### src/hdl/ops_pkg.sv
// Constants shared by the on/off power sequencer
package ops_pkg;
  // Register byte offsets
  localparam logic [7:0] OFS_CTRL     = 8'h00;
  localparam logic [7:0] OFS_PITCH    = 8'h04;
  localparam logic [7:0] OFS_OPT      = 8'h08;
  localparam logic [7:0] OFS_POFF_LOG = 8'h0C;
  localparam logic [7:0] OFS_STATUS   = 8'h10;
  localparam logic [7:0] OFS_SLV_BASE = 8'h40;
  // Control register fields
  localparam int CTRL_GLP      = 0;
  localparam int CTRL_SRC_SW   = 1;
  localparam int CTRL_SW_EN    = 4;
  localparam int CTRL_CHG_ALT  = 7;
  localparam int CTRL_OSC_MODE = 8;
  localparam logic [31:0] CTRL_MASK = 32'h0000_03FF;
  // Pitch register fields, three bits each
  localparam int PITCH_PU  = 0;
  localparam int PITCH_PD  = 4;
  localparam int PITCH_SEN = 8;
  localparam int PITCH_SEX = 12;
  localparam logic [31:0] PITCH_MASK = 32'h0000_7777;
  // Option register: polarity bits and lock
  localparam int OPT_ONKEY_AL = 0;
  localparam int OPT_SLEEP_AL = 1;
  localparam int OPT_CHG_AL   = 2;
  localparam int OPT_SHUTDOWN_IN_AL  = 3;
  localparam int OPT_LOCK     = 31;
  localparam logic [31:0] OPT_MASK = 32'h8000_000F;
  // Power-off cause log fields
  localparam int LOG_SHUTDOWN_IN = 0;
  // Slave config fields
  localparam int SLV_SRC  = 0;
  localparam int SLV_SLOT = 2;
  localparam int SLV_SW   = 5;
  localparam int SLV_MODE = 6;
  localparam logic [31:0] SLV_MASK = 32'h0000_00FF;
  localparam logic [1:0] SRC_SOFTWARE = 2'b11;
  // Slaves: four gpios, reset pin, thirteen regulators
  localparam int N_GPIO = 4;
  localparam int N_REG  = 13;
  localparam int SLV_RST = N_GPIO;
  localparam int N_SLV  = N_GPIO + 1 + N_REG;
  localparam int N_MSTR = 3;
  localparam int N_SYNC = 7;
  // Power mode field codes
  localparam logic [1:0] MODE_OFF  = 2'b00;
  localparam logic [1:0] MODE_AUTO = 2'b01;
  localparam logic [1:0] MODE_LP   = 2'b10;
  // Slot pitch table in microseconds
  localparam int unsigned PITCH_US [8] = '{31, 61, 122, 244, 488, 976, 1952, 3904};
  localparam int unsigned CLK_MHZ = 20;
  localparam int CNT_W = 17;
  localparam logic [31:0] RESET_ZERO = 32'h0000_0000;
endpackage : ops_pkg

### src/hdl/ops_seq_timer.sv
// One master sequencing timer stepping eight slots
`timescale 1ns/1ps
`default_nettype none
module ops_seq_timer #(
  parameter int unsigned CYC_PER_US = ops_pkg::CLK_MHZ
) (
  input  wire logic       mclk_in,
  input  wire logic       rst_b_in,
  input  wire logic       clear_in,
  input  wire logic       enable_in,
  input  wire logic [2:0] pitch_up_in,
  input  wire logic [2:0] pitch_dn_in,
  output logic      [7:0] slot_on_out
);
  logic [ops_pkg::CNT_W-1:0] cnt;
  logic [ops_pkg::CNT_W-1:0] reload;
  logic [7:0]                next_slot_on;
  logic                      pending;
  logic [2:0]                pitch_sel;

  // Slots fill from 0 upward and empty from 7 downward; a reversal mid-way just turns back
  assign pending      = enable_in ? ~slot_on_out[7] : slot_on_out[0];
  assign pitch_sel    = enable_in ? pitch_up_in : pitch_dn_in;
  assign reload       = ops_pkg::CNT_W'(ops_pkg::PITCH_US[pitch_sel] * CYC_PER_US - 1);
  assign next_slot_on = enable_in ? {slot_on_out[6:0], 1'b1} : {1'b0, slot_on_out[7:1]};

  // Counter on the device clock; one slot edge per pitch
  always_ff @(posedge mclk_in or negedge rst_b_in)
  begin
    if (!rst_b_in)
    begin
      cnt         <= '0;
      slot_on_out <= 8'h00;
    end
    else if (clear_in)
    begin
      cnt         <= '0;
      slot_on_out <= 8'h00;
    end
    else if (pending && cnt == '0)
    begin
      slot_on_out <= next_slot_on;
      cnt         <= reload;
    end
    else if (cnt != '0)
    begin
      cnt <= cnt - 1'b1;
    end
  end
endmodule : ops_seq_timer
`default_nettype wire

### src/hdl/ops_sequencer.sv
// On/off controller, flexible power sequencer and power mode decode
// Function
// - On-key polarity from programmed option bit
// - Sleep enable input, programmed polarity, controls sleep
// - Charger input polarity and matching pull resistor
// - Asserted shutdown input forces global shutdown
// - Shutdown-input cause logged in power-off recorder
// - Battery under lockout blocks wakeups to masters a and b; master c takes the charger input directly
// - Battery below minimum blocks all masters
// - Regulator gate and mode decode with low-power
// - Oscillator mode decode: off, auto, low-power, low-jitter
// - Log bits clear only by writing one
// - Recorder has no mask, never drives interrupt
// - Log survives global shutdown while backup valid
// - Four gpios and reset pin act as slaves
// - Separate three-bit pitch per phase
// - Three masters, hardware or software source
// - Master produces eight events spaced by pitch
// - Per-slave source select and slot
// - Slots rise 0 to 7, fall 7 to 0
// - Pitch 31 to 3904 us, binary weighted
// - Slaves turn on up, off down, in slot
`timescale 1ns/1ps
`default_nettype none
module ops_sequencer #(
  parameter int unsigned CYC_PER_US = ops_pkg::CLK_MHZ
) (
  input  wire logic                       mclk_in,
  input  wire logic                       rst_b_in,
  input  wire logic                       psel_in,
  input  wire logic                       penable_in,
  input  wire logic                       pwrite_in,
  input  wire logic [7:0]                 paddr_in,
  input  wire logic [31:0]                pwdata_in,
  output logic      [31:0]                prdata_out,
  output logic                            pready_out,
  output logic                            pslverr_out,
  input  wire logic                       onkey_enable_in,
  input  wire logic                       proc_sleep_enable_in,
  input  wire logic                       charger_present_in,
  input  wire logic                       shutdown_in,
  input  wire logic                       battery_above_uvlo_in,
  input  wire logic                       battery_below_min_in,
  input  wire logic                       bidir_reset_pin_in,
  output logic                            bidir_reset_pin_out,
  output logic                            bidir_reset_pin_oe_out,
  output logic [ops_pkg::N_GPIO-1:0]      gpio_seq_out,
  output logic [ops_pkg::N_REG-1:0]       reg_enable_out,
  output logic [ops_pkg::N_REG-1:0]       reg_low_power_out,
  output logic                            osc32k_enable_out,
  output logic                            osc32k_low_power_out,
  output logic                            charger_pullup_out,
  output logic                            charger_pulldown_out,
  output logic                            global_shutdown_out
);
  localparam int NS = ops_pkg::N_SLV;

  // Decode a two-bit mode field into {on, low_power}
  function automatic logic [1:0] mode_decode(input logic [1:0] mode, input logic glp);
    logic [1:0] res;
    case (mode)
      ops_pkg::MODE_OFF:  res = 2'b00;
      ops_pkg::MODE_AUTO: res = {1'b1, glp};
      ops_pkg::MODE_LP:   res = 2'b11;
      default:            res = 2'b10;
    endcase
    return res;
  endfunction : mode_decode

  logic [31:0] ctrl;
  logic [31:0] pitch;
  logic [31:0] opt;
  logic [31:0] poff_log;
  logic [31:0] slv_cfg [NS];
  logic [ops_pkg::N_SYNC-1:0] sync_a;
  logic [ops_pkg::N_SYNC-1:0] sync_b;
  logic        shutdown_in_prev;
  logic        wake;

  // Pin synchroniser, second stage only is read
  always_ff @(posedge mclk_in or negedge rst_b_in)
  begin
    if (!rst_b_in)
    begin
      sync_a <= '0;
      sync_b <= '0;
    end
    else
    begin
      sync_a <= {bidir_reset_pin_in, battery_below_min_in, battery_above_uvlo_in, shutdown_in,
                 charger_present_in, proc_sleep_enable_in, onkey_enable_in};
      sync_b <= sync_a;
    end
  end

  // Polarity applied after synchronising
  wire onkey_act  = sync_b[0] ^ opt[ops_pkg::OPT_ONKEY_AL];
  wire sleep_act  = sync_b[1] ^ opt[ops_pkg::OPT_SLEEP_AL];
  wire chg_act    = (sync_b[2] ^ opt[ops_pkg::OPT_CHG_AL]) & ctrl[ops_pkg::CTRL_CHG_ALT];
  wire shutdown_in_act   = sync_b[3] ^ opt[ops_pkg::OPT_SHUTDOWN_IN_AL];
  wire batt_ok    = sync_b[4];
  wire batt_low   = sync_b[5];
  wire rst_pin    = sync_b[6];
  wire glb_shutdown_in   = shutdown_in_act & ~shutdown_in_prev;
  wire glp        = ctrl[ops_pkg::CTRL_GLP];

  // APB decode; pready answers one cycle into the access phase
  wire        access   = psel_in & penable_in;
  wire        fire     = access & pready_out;
  wire        wr_fire  = fire & pwrite_in;
  wire        slv_hit  = paddr_in >= ops_pkg::OFS_SLV_BASE && paddr_in[1:0] == 2'b00 &&
                         paddr_in < ops_pkg::OFS_SLV_BASE + 8'(4 * NS);
  wire [7:0]  slv_ofs  = paddr_in - ops_pkg::OFS_SLV_BASE;
  wire [4:0]  slv_idx  = slv_ofs[6:2];
  wire        hit_ctrl = paddr_in == ops_pkg::OFS_CTRL;
  wire        hit_pit  = paddr_in == ops_pkg::OFS_PITCH;
  wire        hit_opt  = paddr_in == ops_pkg::OFS_OPT;
  wire        hit_log  = paddr_in == ops_pkg::OFS_POFF_LOG;
  wire        hit_stat = paddr_in == ops_pkg::OFS_STATUS;
  wire        mapped   = hit_ctrl | hit_pit | hit_opt | hit_log | hit_stat | slv_hit;

  // Master enables: wakeups gated by lockout for masters a and b, charger direct to c, all gated by battery low
  wire        wake_src = onkey_act | chg_act;
  wire [2:0]  hw_en    = {chg_act, wake & sleep_act, wake};
  logic [2:0] mstr_en;
  logic [7:0] slot_on [ops_pkg::N_MSTR];
  wire [2:0]  pit_up [ops_pkg::N_MSTR];
  wire [2:0]  pit_dn [ops_pkg::N_MSTR];
  assign pit_up[0] = pitch[ops_pkg::PITCH_PU +: 3];
  assign pit_dn[0] = pitch[ops_pkg::PITCH_PD +: 3];
  assign pit_up[1] = pitch[ops_pkg::PITCH_SEX +: 3];
  assign pit_dn[1] = pitch[ops_pkg::PITCH_SEN +: 3];
  assign pit_up[2] = pitch[ops_pkg::PITCH_PU +: 3];
  assign pit_dn[2] = pitch[ops_pkg::PITCH_PD +: 3];

  genvar m;
  generate
    for (m = 0; m < ops_pkg::N_MSTR; m++)
    begin : g_mstr
      // Source select per master, then the battery-low veto
      assign mstr_en[m] = (ctrl[ops_pkg::CTRL_SRC_SW + m] ? ctrl[ops_pkg::CTRL_SW_EN + m] : hw_en[m])
                          & ~batt_low;
      ops_seq_timer #(
        .CYC_PER_US (CYC_PER_US)
      ) u_timer (
        .mclk_in     (mclk_in),
        .rst_b_in    (rst_b_in),
        .clear_in    (glb_shutdown_in),
        .enable_in   (mstr_en[m]),
        .pitch_up_in (pit_up[m]),
        .pitch_dn_in (pit_dn[m]),
        .slot_on_out (slot_on[m])
      );
    end
  endgenerate

  // Per-slave gate: chosen master's slot, or software when source is 0b11
  logic [NS-1:0] slv_on;
  logic [NS-1:0] slv_lp;
  genvar s;
  generate
    for (s = 0; s < NS; s++)
    begin : g_slv
      wire [1:0] src     = slv_cfg[s][ops_pkg::SLV_SRC +: 2];
      wire [2:0] slot    = slv_cfg[s][ops_pkg::SLV_SLOT +: 3];
      wire       is_sw   = src == ops_pkg::SRC_SOFTWARE;
      wire [1:0] msel    = is_sw ? 2'b00 : src;
      wire       seq_en  = slot_on[msel][slot];
      wire [1:0] md      = mode_decode(slv_cfg[s][ops_pkg::SLV_MODE +: 2], glp);
      if (s <= ops_pkg::SLV_RST)
      begin : g_pin
        // Pins: sequencer level, or the software bit
        assign slv_on[s] = is_sw ? slv_cfg[s][ops_pkg::SLV_SW] : seq_en;
        assign slv_lp[s] = 1'b0;
      end
      else
      begin : g_reg
        assign slv_on[s] = md[1] & (is_sw | seq_en);
        assign slv_lp[s] = md[0] & (is_sw | seq_en);
      end
    end
  endgenerate

  wire [1:0] osc_md = mode_decode(ctrl[ops_pkg::CTRL_OSC_MODE +: 2], glp);

  // Status word shows synced inputs and every master's slots
  wire [31:0] status = {slot_on[2], slot_on[1], slot_on[0], rst_pin, wake, batt_low, batt_ok,
                        shutdown_in_act, chg_act, sleep_act, onkey_act};
  wire [31:0] rd_mux = hit_ctrl ? ctrl :
                       hit_pit  ? pitch :
                       hit_opt  ? opt :
                       hit_log  ? poff_log :
                       hit_stat ? status :
                       slv_hit  ? slv_cfg[slv_idx] : ops_pkg::RESET_ZERO;

  // Bus answer registers
  always_ff @(posedge mclk_in or negedge rst_b_in)
  begin
    if (!rst_b_in)
    begin
      pready_out  <= 1'b0;
      pslverr_out <= 1'b0;
      prdata_out  <= '0;
    end
    else
    begin
      pready_out  <= access & ~pready_out;
      pslverr_out <= access & ~pready_out & ~mapped;
      prdata_out  <= (access & ~pready_out & ~pwrite_in) ? rd_mux : ops_pkg::RESET_ZERO;
    end
  end

  // Options are writable until locked; kept through global shutdown like fuses
  always_ff @(posedge mclk_in or negedge rst_b_in)
  begin
    if (!rst_b_in)
      opt <= ops_pkg::RESET_ZERO;
    else if (wr_fire && hit_opt && !opt[ops_pkg::OPT_LOCK])
      opt <= pwdata_in & ops_pkg::OPT_MASK;
  end

  // Cause log: set wins over clear; only the backup reset clears it otherwise
  always_ff @(posedge mclk_in or negedge rst_b_in)
  begin
    if (!rst_b_in)
      poff_log <= ops_pkg::RESET_ZERO;
    else
      poff_log <= (poff_log & ~((wr_fire && hit_log) ? pwdata_in : ops_pkg::RESET_ZERO))
                  | (32'(glb_shutdown_in) << ops_pkg::LOG_SHUTDOWN_IN);
  end

  // Working registers return to reset on global shutdown
  always_ff @(posedge mclk_in or negedge rst_b_in)
  begin
    if (!rst_b_in)
    begin
      ctrl      <= ops_pkg::RESET_ZERO;
      pitch     <= ops_pkg::RESET_ZERO;
      shutdown_in_prev <= 1'b0;
      wake      <= 1'b0;
    end
    else
    begin
      shutdown_in_prev <= shutdown_in_act;
      if (glb_shutdown_in)
      begin
        ctrl  <= ops_pkg::RESET_ZERO;
        pitch <= ops_pkg::RESET_ZERO;
        wake  <= 1'b0;
      end
      else
      begin
        if (wake_src && batt_ok)
          wake <= 1'b1;
        if (wr_fire && hit_ctrl)
          ctrl <= pwdata_in & ops_pkg::CTRL_MASK;
        if (wr_fire && hit_pit)
          pitch <= pwdata_in & ops_pkg::PITCH_MASK;
      end
    end
  end

  // Slave config words
  generate
    for (s = 0; s < NS; s++)
    begin : g_cfg
      always_ff @(posedge mclk_in or negedge rst_b_in)
      begin
        if (!rst_b_in)
          slv_cfg[s] <= ops_pkg::RESET_ZERO;
        else if (glb_shutdown_in)
          slv_cfg[s] <= ops_pkg::RESET_ZERO;
        else if (wr_fire && slv_hit && slv_idx == 5'(s))
          slv_cfg[s] <= pwdata_in & ops_pkg::SLV_MASK;
      end
    end
  endgenerate

  // Registered outputs; reset pin is open drain, pulled low while its slave is off
  always_ff @(posedge mclk_in or negedge rst_b_in)
  begin
    if (!rst_b_in)
    begin
      gpio_seq_out           <= '0;
      reg_enable_out         <= '0;
      reg_low_power_out      <= '0;
      bidir_reset_pin_out    <= 1'b0;
      bidir_reset_pin_oe_out <= 1'b1;
      osc32k_enable_out      <= 1'b0;
      osc32k_low_power_out   <= 1'b0;
      charger_pullup_out     <= 1'b0;
      charger_pulldown_out   <= 1'b0;
      global_shutdown_out    <= 1'b0;
    end
    else
    begin
      gpio_seq_out           <= slv_on[ops_pkg::N_GPIO-1:0];
      reg_enable_out         <= slv_on[NS-1:ops_pkg::SLV_RST+1];
      reg_low_power_out      <= slv_lp[NS-1:ops_pkg::SLV_RST+1];
      bidir_reset_pin_out    <= 1'b0;
      bidir_reset_pin_oe_out <= ~slv_on[ops_pkg::SLV_RST];
      osc32k_enable_out      <= osc_md[1];
      osc32k_low_power_out   <= osc_md[0];
      charger_pullup_out     <= ctrl[ops_pkg::CTRL_CHG_ALT] & opt[ops_pkg::OPT_CHG_AL];
      charger_pulldown_out   <= ctrl[ops_pkg::CTRL_CHG_ALT] & ~opt[ops_pkg::OPT_CHG_AL];
      global_shutdown_out    <= glb_shutdown_in;
    end
  end
  // No interrupt output exists; the cause log has no mask or status companion
endmodule : ops_sequencer
`default_nettype wire

### config.mk
export PLATFORM = sky130hd
export DESIGN_NAME = ops_sequencer
export DESIGN_NICKNAME = d
export VERILOG_FILES = /design/src/hdl/ops_pkg.sv /design/src/hdl/ops_seq_timer.sv /design/src/hdl/ops_sequencer.sv
export SDC_FILE = /design/constraint.sdc
export NUM_CORES = 1
export LEC_CHECK = 0
export BUFFER_PORTS_ARGS = -buffer_cell sky130_fd_sc_hd__buf_2
export CORE_MARGIN = 2
export CORE_UTILIZATION = 40
export CTS_BUF_LIST = sky130_fd_sc_hd__clkbuf_8
export DETAILED_ROUTE_END_ITERATION = 12
export PLACE_DENSITY = 0.54
export SYNTH_ARGS = -nofsm -noshare
export SYNTH_HDL_FRONTEND = slang
export SYNTH_SLANG_ARGS = --single-unit
### constraint.sdc
create_clock -name mclk_in -period 7.8 [get_ports mclk_in]
set_clock_uncertainty 0.2 [all_clocks]
set_input_delay 0.39 -clock mclk_in [delete_from_list [all_inputs] [get_ports mclk_in]]
set_output_delay 0.39 -clock mclk_in [all_outputs]
set_load 0.005 [all_outputs]
==> results.py <==
metrics = {
    "yosys": {
        "yosys.area_share.simple_pct": 17.9,
        "synth-adder-area-share_pct": 3.30,
        "synth_most_common_cell": "dfrtp_1",
        "postSynth.asyncResetShare_pct": 100,
        "synth_mux_area_share_pct": 8.52,
        "synthFlopType": "dfrtp_1",
        "synth_top_area_cell": "dfrtp_1",
        "netlist_top_cells_area": "dfrtp_1, nor2_1, nand2_1",
        "ys.warnings.count": 0,
        "synth_common_cells": "dfrtp_1, nor2_1, nand2_1, clkbuf_1, a21oi_1",
        "synth-compound-area-share_pct": 23.2,
        "yosysSeqAreaShare_pct": 39.5,
        "synth_seq_cells": 364,
        "synth_top_family_by_area": "compound AO/OA/AOI/OAI gates",
        "synth_cell_types": 80,
        "synth_xor_xnor_area_share_pct": 3.23,
        "syn_avg_cell_area_um2": 8.94,
        "synth_edf_count": 0,
        "synthCells": 2576,
        "synth_top_cell_area_share_pct": 39.4,
        "synth_area_um2": 23000,
        "synth_fp_nets": 2687,
    },
    "placed_design": {
        "dpl.hpwl_um": 52700,
        "numPortBuffers": 121,
        "gp_congestion": 0.888,
        "pre_cts_ws_ns": 1.85,
        "placed_area_um2": 24100,
    },
    "job": {
        "max_cap_violations": 0,
    },
    "grt": {
        "gr-total-overflow": 0,
        "globalRouteTotalUtil_pct": 27.0,
        "grt_pass1_vias": 20600,
        "grt_pass1_wl_um": 124000,
        "grt_start_max_net_pins": 129,
        "antenna_found_initial": 2,
    },
    "timing": {
        "min_period_ns": 6.03,
        "setup_violations": 0,
        "fmax_mhz": 166,
        "finalHoldViolations": 0,
        "fin_crit_sh_pct": 77.3,
        "setup_tns_ns": 0,
        "tightest_slew_ns": 1.14,
        "slew_headroom_pct": 23.5,
        "grt_setup_unrepaired": "no",
        "whs_ns": 0.0415,
        "drv_slew": 0,
        "setup_ws_ns": 1.77,
    },
    "drt": {
        "wirelength_um": 81400,
        "drt-pass1-iter-count": 6,
        "wire_per_inst_um": 23.7,
        "ant_nets": 0,
        "initialDrtViolationCount": 1941,
        "via_count": 21100,
        "drc": 0,
        "routed_via_density": 6.14,
    },
    "power": {
        "p_total_uw": 4990,
        "switching_share_pct": 31.7,
        "switching_power_uw": 1580,
        "pwr-share-clk_pct": 38.2,
        "p_leak_uw": 0.0110,
        "pwr-share-comb_pct": 19.3,
        "p_int_uw": 3410,
        "peakVddDrop_uv": 120,
        "sequentialPowerShare_pct": 42.5,
        "powerDensity_nw_per_um2": 193,
    },
    "worst_setup_path": {
        "endpoint_kind": "flip-flop",
        "crit_type": "reg -> reg",
        "start_kind": "flip-flop",
        "worstPathRequired_ns": 8.14,
        "path_max_fanout": 14,
        "arrival_ns": 6.37,
    },
    "clock_network": {
        "cts_root_buffer": "clkbuf_8",
        "clockBufferDepth": 3,
        "clkSlewWorstSetupHoldPaths_ns": 0.06,
        "cts_setup_buffers": 0,
        "hold_buffers": 34,
        "clock_latency_ns": 0.68,
        "cts_max_level": 3,
        "cts_made_buffers": 71,
        "cts_resized": 0,
        "clock-sinks": 364,
        "cts_tree": "built",
    },
    "cells_and_area": {
        "fillers": 5397,
        "drive_gt1_share_pct": 13.8,
        "post-route-cell-area_um2": 25800,
        "syn_to_final_growth_pct": 12.1,
        "num-nets-final": 2737,
    },
    "floorplan": {
        "io_pins": 123,
        "die-width_um": 244,
        "start_util_pct": 40.6,
        "core.rowCount": 87,
        "core_um2": 56700,
        "die_y_um": 244,
        "dieArea_um2": 59500,
    },
    "min_path": {
        "hp-class": "in -> reg",
    },
    "status": {
        "outcome": "completed",
    },
}
-- sequential cells by signal (all words and copies together) (netlist names), 4 cells and up --
register                    count
poff_log                       32
gpio_seq_out                    4
ctrl                           10
g_mstr.u_timer.slot_on_out     24
g_slv.slot                     54
prdata_out                     32
slv_cfg                        54
reg_low_power_out              13
g_slv.src                      36
sync_b                          7
sync_a                          7
opt                             5
g_mstr.u_timer.cnt             51
pitch                          12
reg_enable_out                 13
-- power groups by stage --
| stage | registers [µW] | clock network, µW | logic [µW] |
|---|---|---|---|
| 2_1_floorplan | 2130 | 0 | 659 |
| 3_3_place_gp | 2150 | 0 | 922 |
| 3_5_place_dp | 2150 | 0 | 935 |
| 4_1_cts | 2120 | 1950 | 956 |
| 5_1_grt | 2140 | 2030 | 1060 |
| 6_report | 2120 | 1910 | 962 |
-- final cells by class --
cell class                      count  area, µm²  area share [%]
Antenna cell                        2       5.00          0.0194
Clock buffer                       88       1210            4.69
Clock inverter                     33        164           0.635
Inverter                           29        114           0.441
Multi-Input combinational cell   1957      12900            50.1
Sequential cell                   364       9110            35.3
Tap cell                          756        946            3.66
Timing Repair Buffer              203       1330            5.15
-- path summary, 6_finish.rpt --
path | slack (ns) | from | to | depth (start not counted)
min in group asynchronous | 0.18 | rst_b_in | prdata_out[30]$_DFF_PN0_ | 2
max reg2reg | 1.77 | opt[2]$_DFFE_PN0P_ | g_mstr[2].u_timer.cnt[13]$_DFFE_PN0P_ | 16
max in group asynchronous | 5.73 | rst_b_in | reg_enable_out[10]$_DFF_PN0_ | 3
min | 0.04 | paddr_in[0] | prdata_out[3]$_DFF_PN0_ | 5
max | 1.77 | opt[2]$_DFFE_PN0P_ | g_mstr[2].u_timer.cnt[13]$_DFFE_PN0P_ | 16
min reg2reg | 0.14 | sync_a[6]$_DFF_PN0_ | sync_b[6]$_DFF_PN0_ | 0
-- critical path, cell delays in order (launching register included) --
cell      delay (ns)
dfrtp_1         0.42
xnor2_1         0.39
o21a_1          0.55
mux2i_2         0.50
inv_1           0.21
o21ai_0         0.43
ha_1            0.32
ha_1            0.36
nand2_1         0.06
or4b_2          0.63
o211ai_1        0.42
xnor2_1         0.20
nand3_1         0.17
or4_1           0.42
nor3_1          0.30
a211oi_1        0.10
a211oi_1        0.23
-- per-stage QoR --
step	util, %	cells
after floorplan	-	2576
after global placement	42.5	3275
after detailed placement	42.5	3275
after CTS	45.5	3430
after global routing	45.5	3431
final	45.5	3432
-- cells by family after synthesis --
family / after synthesis
flops: 364
simple gates: 904
mux: 143
xor+xnor: 85
buf+inv: 255
other cells: 1
fa+ha+maj: 59
compound gates: 765
-- cell usage in the layout (no fill, tap or decap), types with 12 or more instances in the layout --
master         Yosys  routed
buf_4              3      48
a22oi_1           72      72
buf_2             11     119
a21oi_1          166     166
nor2b_1           43      42
mux2i_1           90      90
xor2_1            34      34
dlygate4sd3_1      0      34
o21ai_0           68      68
nor3_1            49      49
a21boi_0          31      31
a31oi_1           36      36
a22o_1            59      59
a311oi_1          48      48
or3_1             14      14
a21o_1            28      28
a221oi_1          17      17
o311ai_0          12      12
nand2_1          287     287
nor2_1           311     310
dfrtp_1          363     363
nand2b_1          45      45
nand3_1           64      64
inv_1             27      47
a211oi_1         121     121
o22ai_1           37      37
xnor2_1           51      51
mux4_2            41      41
clkbuf_8           0      88
ha_1              56      56
-- metal layers --
metal	routed length (µm)	up-vias	track usage, %
met5	0	-	0
met1	34300	10500	36.1
met3	6150	198	4.55
li1	-	9549	-
met4	2660	0	9.42
met2	38400	858	44.2
Power figures use the tool's default switching activity.
